**src/uvdt_pkg.sv**
```systemverilog
/*
 package for the definite-time undervoltage trip block: setting ranges, defaults, widths,
 operation selector codes and timing constants.
 assumes a 25 MHz system clock and magnitudes scaled so that nominal equals UVDT_NOM_MAG.
*/
package uvdt_pkg;
	// ----------------------------------------------------------------
	// widths
	// ----------------------------------------------------------------
	localparam int unsigned UVDT_MAG_W   = 16;
	localparam int unsigned UVDT_PCT_W   = 8;
	localparam int unsigned UVDT_MS_W    = 16;
	localparam int unsigned UVDT_TICK_W  = 15;
	localparam int unsigned UVDT_PROD_W  = UVDT_MAG_W + 2 * UVDT_PCT_W;
	localparam int unsigned UVDT_NPH     = 3;

	// magnitude that stands for 100 percent of nominal
	localparam logic [UVDT_MAG_W-1:0] UVDT_NOM_MAG = 16'h2710;
	localparam logic [UVDT_PCT_W-1:0] UVDT_HUNDRED = 8'h64;

	// ----------------------------------------------------------------
	// setting ranges and defaults
	// ----------------------------------------------------------------
	localparam logic [UVDT_PCT_W-1:0] UVDT_START_MIN = 8'h1e; // 30 %
	localparam logic [UVDT_PCT_W-1:0] UVDT_START_MAX = 8'h82; // 130 %
	localparam logic [UVDT_PCT_W-1:0] UVDT_START_DEF = 8'h5a; // 90 %
	localparam logic [UVDT_PCT_W-1:0] UVDT_BLOCK_MIN = 8'h00; // 0 %
	localparam logic [UVDT_PCT_W-1:0] UVDT_BLOCK_MAX = 8'h14; // 20 %
	localparam logic [UVDT_PCT_W-1:0] UVDT_BLOCK_DEF = 8'h0a; // 10 %
	localparam logic [UVDT_PCT_W-1:0] UVDT_HYST_MIN  = 8'h01; // 1 %
	localparam logic [UVDT_PCT_W-1:0] UVDT_HYST_MAX  = 8'h0a; // 10 %
	localparam logic [UVDT_PCT_W-1:0] UVDT_HYST_DEF  = 8'h05; // 5 %
	localparam logic [UVDT_MS_W-1:0]  UVDT_DELAY_MIN = 16'h0032; // 50 ms
	localparam logic [UVDT_MS_W-1:0]  UVDT_DELAY_MAX = 16'hea60; // 60000 ms
	localparam logic [UVDT_MS_W-1:0]  UVDT_DELAY_DEF = 16'h0064; // 100 ms
	localparam logic                  UVDT_STONLY_DEF = 1'b0;

	// ----------------------------------------------------------------
	// timing: one millisecond tick from the system clock
	// ----------------------------------------------------------------
	localparam int unsigned UVDT_CLK_HZ   = 25000000;
	localparam int unsigned UVDT_TICK_MS  = 1;
	localparam int unsigned UVDT_TICK_CYC = UVDT_CLK_HZ / 1000 * UVDT_TICK_MS;

	// operation selector
	typedef enum logic [1:0] {
		UVDT_OP_OFF,
		UVDT_OP_ONE,
		UVDT_OP_TWO,
		UVDT_OP_ALL
	} uvdt_op_e;

	typedef logic [UVDT_NPH-1:0] uvdt_ph_t;
endpackage

```
**src/uvdt_phase_if.sv**
```systemverilog
/*
 interface carrying the per-phase results from the characteristic stage to the
 decision logic. assumes both ends share i_clk_sys.
*/
`timescale 1ns/1ns
interface uvdt_phase_if;
	import uvdt_pkg::*;
	uvdt_ph_t start;
	uvdt_ph_t trip;
	modport charc (output start, output trip);
	modport decide (input start, input trip);
endinterface

```
**src/uvdt_phase_chan.sv**
```systemverilog
/*
 one phase of the characteristic stage: start decision with hysteresis and the
 definite-time counter. assumes thresholds precomputed in magnitude units and a 1 ms tick.
*/
`timescale 1ns/1ns
module uvdt_phase_chan
	import uvdt_pkg::*;
(
	input  wire logic                  i_clk_sys,
	input  wire logic                  i_rstn,
	input  wire logic                  i_enable,
	input  wire logic                  i_tick,
	input  wire logic [UVDT_MAG_W-1:0] i_mag,
	input  wire logic [UVDT_PROD_W-1:0] i_start_lvl,
	input  wire logic [UVDT_PROD_W-1:0] i_release_lvl,
	input  wire logic [UVDT_PROD_W-1:0] i_block_lvl,
	input  wire logic [UVDT_MS_W-1:0]  i_delay_ms,
	output logic                       o_start,
	output logic                       o_trip
);
	logic                 start_q, start_d;
	logic                 trip_q, trip_d;
	logic [UVDT_MS_W-1:0] cnt_q, cnt_d;
	logic [UVDT_PROD_W-1:0] mag_w;

	// magnitude scaled by 100*100 so it meets the levels, which carry nom*pct*100
	assign mag_w = UVDT_PROD_W'(i_mag) * UVDT_PROD_W'(UVDT_HUNDRED) * UVDT_PROD_W'(UVDT_HUNDRED);

	// ----------------------------------------------------------------
	// start decision and delay counter
	// ----------------------------------------------------------------
	// pick up below start level, drop out above the raised level or below the block level
	always_comb begin
		start_d = start_q;
		trip_d  = trip_q;
		cnt_d   = cnt_q;
		if (!i_enable || mag_w < i_block_lvl) begin
			start_d = 1'b0;
		end else if (!start_q) begin
			start_d = (mag_w < i_start_lvl);
		end else if (mag_w > i_release_lvl) begin
			start_d = 1'b0;
		end
		if (!start_d) begin
			cnt_d  = '0;
			trip_d = 1'b0;
		end else if (i_tick && !trip_q) begin
			// delay counted in whole ms while the start holds
			if (cnt_q + 16'h0001 >= i_delay_ms) begin
				trip_d = 1'b1;
			end
			cnt_d = cnt_q + 16'h0001;
		end
	end

	always_ff @(posedge i_clk_sys or negedge i_rstn) begin
		if (!i_rstn) begin
			start_q <= 1'b0;
			trip_q  <= 1'b0;
			cnt_q   <= '0;
		end else begin
			start_q <= start_d;
			trip_q  <= trip_d;
			cnt_q   <= cnt_d;
		end
	end

	assign o_start = start_q;
	assign o_trip  = trip_q;
endmodule

```
**src/uvdt_trip.sv**
```systemverilog
/*
 definite-time undervoltage trip: three phase channels and the decision logic.
 assumes magnitudes already selected upstream (phase or phase-to-phase) and scaled so
 that UVDT_NOM_MAG is nominal; settings are held stable by the surrounding logic.
*/
`timescale 1ns/1ns

// Notes on behaviour
// - each phase starts while its magnitude is under the start level and over the block level.
// - general start rises when any phase meets the start condition under one-of-three.
// - in medium-voltage use the three inputs are phase-to-phase magnitudes by default.
// - a trip is given only after the full delay of a sustained start, unless start-only is set.
// - operation selector is off, one of three, two of three or all, defaulting to off.
// - start level is 30 to 130 percent in 1 percent steps, default 90.
// - a phase under the block level (0 to 20 percent, default 10) does not start.
// - reset hysteresis is 1 to 10 percent in 1 percent steps, default 5.
// - start-only flag set to zero (the default) lets trips through.
// - trip delay is 50 to 60000 ms in 1 ms steps, default 100.
// - the characteristic stage counts the delay per phase while started, then flags trip.
// - three start and three trip channels exist, one per measured voltage or voltage pair.
// - per-phase trips stay inside; only the general trip leaves the block.
// - the block input forces all starts and trips inactive while high.
// - per-phase trips combine into the general trip, gated by block and start-only.
module uvdt_trip
	import uvdt_pkg::*;
(
	input  wire logic                  i_clk_sys,
	input  wire logic                  i_rstn,
	input  wire logic [UVDT_MAG_W-1:0] i_volt_mag_a,
	input  wire logic [UVDT_MAG_W-1:0] i_volt_mag_b,
	input  wire logic [UVDT_MAG_W-1:0] i_volt_mag_c,
	input  wire logic [1:0]            i_operation_select,
	input  wire logic [UVDT_PCT_W-1:0] i_start_threshold_pct,
	input  wire logic [UVDT_PCT_W-1:0] i_block_threshold_pct,
	input  wire logic [UVDT_PCT_W-1:0] i_reset_hysteresis_pct,
	input  wire logic                  i_start_only_flag,
	input  wire logic [UVDT_MS_W-1:0]  i_trip_delay_ms,
	input  wire logic                  i_function_block_in,
	output logic                       o_start_phase_a,
	output logic                       o_start_phase_b,
	output logic                       o_start_phase_c,
	output logic                       o_general_start_out,
	output logic                       o_general_trip_out
);
	// ----------------------------------------------------------------
	// functions
	// ----------------------------------------------------------------
	// clamp a percent setting into its documented range
	function automatic logic [UVDT_PCT_W-1:0] clamp_pct(input logic [UVDT_PCT_W-1:0] v,
		input logic [UVDT_PCT_W-1:0] lo, input logic [UVDT_PCT_W-1:0] hi);
		logic [UVDT_PCT_W-1:0] r;
		r = v;
		if (v < lo) r = lo;
		if (v > hi) r = hi;
		return r;
	endfunction

	// number of set bits among three phases, used for start and trip voting
	function automatic logic [1:0] count3(input uvdt_ph_t p);
		logic [1:0] n;
		n = 2'(p[0]) + 2'(p[1]) + 2'(p[2]);
		return n;
	endfunction

	// vote per operation selector; off never passes
	function automatic logic vote(input uvdt_op_e op, input uvdt_ph_t p);
		logic r;
		case (op)
			UVDT_OP_ONE: r = (count3(p) >= 2'd1);
			UVDT_OP_TWO: r = (count3(p) >= 2'd2);
			UVDT_OP_ALL: r = (count3(p) == 2'd3);
			default:     r = 1'b0;
		endcase
		return r;
	endfunction

	// ----------------------------------------------------------------
	// settings and derived levels
	// ----------------------------------------------------------------
	uvdt_op_e               op_w;
	logic [UVDT_PCT_W-1:0]  st_pct, bl_pct, hy_pct;
	logic [UVDT_MS_W-1:0]   delay_w;
	logic [UVDT_PROD_W-1:0] start_lvl, block_lvl, release_lvl;
	logic                   enable_w;

	assign op_w   = uvdt_op_e'(i_operation_select);
	assign st_pct = clamp_pct(i_start_threshold_pct, UVDT_START_MIN, UVDT_START_MAX);
	assign bl_pct = clamp_pct(i_block_threshold_pct, UVDT_BLOCK_MIN, UVDT_BLOCK_MAX);
	assign hy_pct = clamp_pct(i_reset_hysteresis_pct, UVDT_HYST_MIN, UVDT_HYST_MAX);

	// delay clamped to its range; shorter settings would undercut the minimum operate time
	always_comb begin
		delay_w = i_trip_delay_ms;
		if (i_trip_delay_ms < UVDT_DELAY_MIN) delay_w = UVDT_DELAY_MIN;
		if (i_trip_delay_ms > UVDT_DELAY_MAX) delay_w = UVDT_DELAY_MAX;
	end

	// levels compared as mag*100*100 against nom*pct*100 to keep hysteresis exact
	assign start_lvl   = UVDT_PROD_W'(UVDT_NOM_MAG) * UVDT_PROD_W'(st_pct)
		* UVDT_PROD_W'(UVDT_HUNDRED);
	assign block_lvl   = UVDT_PROD_W'(UVDT_NOM_MAG) * UVDT_PROD_W'(bl_pct)
		* UVDT_PROD_W'(UVDT_HUNDRED);
	assign release_lvl = UVDT_PROD_W'(UVDT_NOM_MAG) * UVDT_PROD_W'(st_pct)
		* (UVDT_PROD_W'(UVDT_HUNDRED) + UVDT_PROD_W'(hy_pct));

	// function runs only when selected and not blocked
	assign enable_w = (op_w != UVDT_OP_OFF) && !i_function_block_in;

	// ----------------------------------------------------------------
	// millisecond tick
	// ----------------------------------------------------------------
	logic [UVDT_TICK_W-1:0] tick_cnt_q, tick_cnt_d;
	logic                   tick_q, tick_d;

	always_comb begin
		tick_d     = 1'b0;
		tick_cnt_d = tick_cnt_q + 15'h0001;
		if (tick_cnt_q == UVDT_TICK_W'(UVDT_TICK_CYC - 1)) begin
			tick_cnt_d = '0;
			tick_d     = 1'b1;
		end
	end

	always_ff @(posedge i_clk_sys or negedge i_rstn) begin
		if (!i_rstn) begin
			tick_cnt_q <= '0;
			tick_q     <= 1'b0;
		end else begin
			tick_cnt_q <= tick_cnt_d;
			tick_q     <= tick_d;
		end
	end

	// ----------------------------------------------------------------
	// characteristic stage, one channel per measured voltage
	// ----------------------------------------------------------------
	// channel order a, b, c maps to the pairs ab, bc, ca when fed phase-to-phase
	uvdt_phase_if ph_if ();
	logic [UVDT_MAG_W-1:0] mag_arr [UVDT_NPH];

	assign mag_arr[0] = i_volt_mag_a;
	assign mag_arr[1] = i_volt_mag_b;
	assign mag_arr[2] = i_volt_mag_c;

	genvar g;
	generate
		for (g = 0; g < UVDT_NPH; g++) begin : g_ph
			uvdt_phase_chan u_chan (
				.i_clk_sys     (i_clk_sys),
				.i_rstn        (i_rstn),
				.i_enable      (enable_w),
				.i_tick        (tick_q),
				.i_mag         (mag_arr[g]),
				.i_start_lvl   (start_lvl),
				.i_release_lvl (release_lvl),
				.i_block_lvl   (block_lvl),
				.i_delay_ms    (delay_w),
				.o_start       (ph_if.start[g]),
				.o_trip        (ph_if.trip[g])
			);
		end
	endgenerate

	// ----------------------------------------------------------------
	// decision logic
	// ----------------------------------------------------------------
	logic gen_start_q, gen_start_d;
	logic gen_trip_q, gen_trip_d;
	uvdt_ph_t ph_start_q, ph_start_d;

	// block acts at once on the outputs so no stale start leaks for a cycle
	always_comb begin
		ph_start_d  = enable_w ? ph_if.start : '0;
		gen_start_d = enable_w && vote(op_w, ph_if.start);
		gen_trip_d  = enable_w && !i_start_only_flag
			&& vote(op_w, ph_if.trip);
	end

	always_ff @(posedge i_clk_sys or negedge i_rstn) begin
		if (!i_rstn) begin
			ph_start_q  <= '0;
			gen_start_q <= 1'b0;
			gen_trip_q  <= 1'b0;
		end else begin
			ph_start_q  <= ph_start_d;
			gen_start_q <= gen_start_d;
			gen_trip_q  <= gen_trip_d;
		end
	end

	// per-phase trips are not brought out
	assign o_start_phase_a     = ph_start_q[0];
	assign o_start_phase_b     = ph_start_q[1];
	assign o_start_phase_c     = ph_start_q[2];
	assign o_general_start_out = gen_start_q;
	assign o_general_trip_out  = gen_trip_q;
endmodule

```
**config.mk**
```make
export PLATFORM = sky130hd
export DESIGN_NAME = uvdt_trip
export DESIGN_NICKNAME = d
export VERILOG_FILES = /design/src/uvdt_pkg.sv /design/src/uvdt_phase_if.sv /design/src/uvdt_phase_chan.sv /design/src/uvdt_trip.sv
export SDC_FILE = /design/constraint.sdc
export NUM_CORES = 1
export LEC_CHECK = 0
export ABC_AREA = 0
export ABC_CLOCK_PERIOD_IN_PS = 3500
export BUFFER_PORTS_ARGS = -buffer_cell sky130_fd_sc_hd__buf_2
export CORE_UTILIZATION = 50
export CTS_CLUSTER_SIZE = 14
export DETAILED_ROUTE_END_ITERATION = 8
export GPL_TIMING_DRIVEN = 0
export PLACE_DENSITY_LB_ADDON = 0.15
export SLEW_MARGIN = 20
export SYNTH_ARGS = -nofsm -noshare
export SYNTH_HDL_FRONTEND = slang
export SYNTH_HIERARCHICAL = 1
export SYNTH_SLANG_ARGS = --single-unit
```
**constraint.sdc**
```tcl
create_clock -name i_clk_sys -period 3.5 [get_ports i_clk_sys]
set_input_delay 0.875 -clock i_clk_sys [delete_from_list [all_inputs] [get_ports i_clk_sys]]
set_output_delay 0.875 -clock i_clk_sys [all_outputs]
set_load 0.02 [all_outputs]
```
==> flow_metrics.tcl <==
set metrics [dict create \
    nets 5548 \
    arrival_ns 10.99 \
    dpl_worst_slack_ns -9.124 \
    initial_utilization_pct 50.60 \
    detail_route.wl_per_cell_um 15.39 \
    dieArea_mm2 0.06770 \
    async_reset_ff_share_pct 100.0 \
    place.gp.congestion 0.9559 \
    hold_path.class "flip-flop to flip-flop" \
    rows 94 \
    grt_max_degree 40 \
    track_usage_pct 24.27 \
    detail-route-antenna-nets 0 \
    cpMostUsedCell "fa_1" \
    vias 27220 \
    fin_area_mm2 0.03732 \
    io_buffers 98 \
    rsz0062_at_grt "yes" \
    fin_cells 5199 \
    fin_ws_ns -7.259 \
    cts_tree "done" \
    slew_headroom_pct 32.62 \
    dp_cells 5123 \
    violations "negative setup slack" \
    ys_types 97 \
    cts.path.max_buffers 2 \
    clockRootBuffer "clkbuf_16" \
    grt_pass1_wl_um 133200 \
    cap_violations 0 \
    drt_iter0_drc 1425 \
    post_dp_cell_area_mm2 0.03568 \
    first_pass_iters 5 \
    synth.ff_latch_count 75 \
    vias_per_cell 5.236 \
    clk_pin_slew_ns 0.06 \
    ff_latch_area_mm2 0.001877 \
    slowest_delay_ns 0.59 \
    worst_pin_slew_ns 0.9950 \
    max_freq_mhz 92.95 \
    fin_skew_ns 0.008101 \
    outcome "complete, but fails checks" \
    synth_edf_count 0 \
    layout_min_cycle_time_ns 10.76 \
    ys_seq_area_share_pct 5.631 \
    synthTopCellsByArea "ha_1 33%, fa_1 14%, inv_1 9.8%" \
    area_growth_pct 11.97 \
    io_pins 99 \
    wirelength_um 80000 \
    cp-start-kind "input pin" \
    crit_type "input pin to flip-flop" \
    crit_path_top_delay_cell "fa_1" \
    drcViolationCount 0 \
    synth_top_cell_by_area "ha_1" \
    crit_path_max_fanout 7 \
    cts.hold.buffers_added 0 \
    antenna_found_initial 1 \
    slew_violations 0 \
    grt_pass1_vias 26780 \
    finalHoldViolCount 0 \
    multi_input_area_mm2 0.02934 \
    syn-cell-area_mm2 0.03333 \
    endpoint_kind "flip-flop" \
    drive_above_1_share_pct 9.181 \
    die_y_um 260.2 \
    period_share_pct 307.4 \
    avgSynthCellArea_um2 8.258 \
    synth_ff_type "dfrtp_1" \
    finalSetupTns_ns -381.40 \
    core-area_mm2 0.06586 \
    clock_sinks 75 \
    die_x_um 260.2 \
    crit_required_ns 3.74 \
    antenna_cells 0 \
    clk_latency_ns 0.35 \
    cts_buffers 9 \
    ys_warn_count 6 \
    synth_top_area_share_pct 33.22 \
    fillCellCount 6260 \
    netlist_instances 4036 \
    grt_overflow_total 0 \
    setup_violations 54 \
    cts_max_level 3 \
    post-dp-hpwl_um 67630 \
]
## cells in the mapped netlist, drive strengths merged, types with 8 or more instances
library cell	count
ha	885
inv	874
fa	239
nand2	218
nor2	212
a21oi	208
xnor2	178
a21o	132
o21ai	118
xor2	116
nor3	98
nand3	82
dfrtp	75
o21a	52
and2	48
nand4	47
a211oi	38
clkbuf	37
nor2b	35
and3	31
nand2b	29
o21bai	21
or2	21
o211ai	17
or3	16
a2111oi	15
a211o	15
a31oi	15
nor4	15
o31ai	15
a221oi	12
buf	12
a21boi	11
or4	11
mux2i	9
and4	8
o41ai	8
## path summary, 6_finish.rpt
path / from / to / slack, ns / cells past startpoint
hold reg to reg: tick_cnt_q[0] / tick_cnt_q[0] / 0.46 / 1
setup / recovery: i_start_threshold_pct[5] / g_ph[0].u_chan/cnt_q[8] / -7.26 / 44
hold / removal: tick_cnt_q[0] / tick_cnt_q[0] / 0.46 / 1
min in group asynchronous: i_rstn / g_ph[1].u_chan/cnt_q[10] / 0.48 / 1
setup reg to reg: g_ph[1].u_chan/cnt_q[0] / g_ph[1].u_chan/o_trip / 0.13 / 14
max in group asynchronous: i_rstn / g_ph[2].u_chan/cnt_q[6] / 2.42 / 2
## cell usage in the layout, fill, tap and decap left out, types with 13 or more instances in the layout
master,instances
nor4_1,13
nor3_4,17
inv_1,858
nor2_2,16
o21bai_1,21
nand2b_1,28
a211oi_1,34
conb_1,126
inv_2,13
fa_1,235
o21ai_0,110
ha_1,868
buf_4,52
nor3_1,65
xnor2_1,171
a21oi_1,197
o211ai_1,15
nor2_1,187
nand2_1,207
o21a_1,49
ha_4,17
nor3_2,16
clkbuf_1,31
xor2_1,113
nand3_1,79
buf_2,94
nand4_1,47
or2_2,20
a211o_1,14
or3_1,14
and2_1,45
nor2b_1,33
dfrtp_1,75
and3_1,31
a21o_1,131
## critical path, delay by kind of cell
kind | cells | cell delay [ns]
adder cells (fa/ha/maj) | 11 | 4.43
AND/OR/NAND/NOR | 11 | 2.22
AO/OA/AOI/OAI | 10 | 2.01
buffers and inverters | 10 | 0.93
multiplexers | 1 | 0.31
XOR/XNOR | 1 | 0.22
## what timing repair did
item	4_1_cts	5_1_grt
gates resized for setup	106	57
cloned	3	0
setup buffers	51	12
pin swaps	51	33
setup endpoints to repair	54	54
## through the flow
stage,hold WS (ns),util (%)
2_1_floorplan,0.4329,-
5_1_grt,0.4729,56.66
3_3_place_gp,0.4530,54.14
3_5_place_dp,0.4596,54.17
4_1_cts,0.4680,56.25
6_report,0.4629,56.66
## cells by family (layout without fill, tap and decap cells)
| family | count (synthesis) | after routing | synth area share, % |
|---|---|---|---|
| muxes | 10 | 10 | 0.3041 |
| other | 2 | 126 | 0.02253 |
| DFF | 75 | 75 | 5.631 |
| and+or+nand+nor | 892 | 892 | 13.48 |
| xor gates and xnor gates | 294 | 294 | 7.748 |
| buffers and inverters | 924 | 1099 | 10.59 |
| adders and majority gates | 1124 | 1124 | 47.58 |
| AOI/OAI and AO/OA | 715 | 715 | 14.64 |
## final cells by class
class | count | share of cell area [%]
multi-input cells | 3161 | 78.62
plain buffers | 45 | 0.6705
inverters | 874 | 8.838
clock inverters | 7 | 0.2179
flip-flops and latches | 75 | 5.029
clock buffers | 9 | 0.6035
repair buffers | 164 | 3.121
well taps | 864 | 2.897
## routing by layer
layer / up-vias / global-route usage [%] / part of all wire [%]
met2: 416 / 40.81 / 46
met5: - / 0 / 0
met1: 12730 / 33.90 / 49
met4: 0 / 5.637 / 2.4
li1: 14000 / - / -
met3: 78 / 1.472 / 3.3
## sequential cells by signal, indices dropped and copies added (netlist names)
| name | cells |
|---|---|
| tick_q | 1 |
| o_general_start_out | 1 |
| g_ph.u_chan/cnt_q | 48 |
| tick_cnt_q | 15 |
| o_general_trip_out | 1 |
| g_ph.u_chan/o_start | 3 |
| ph_start_q | 3 |
| g_ph.u_chan/o_trip | 3 |
Power is not shown: default switching activity piles up to over one toggle a cycle in this logic, so the estimate is an artifact.
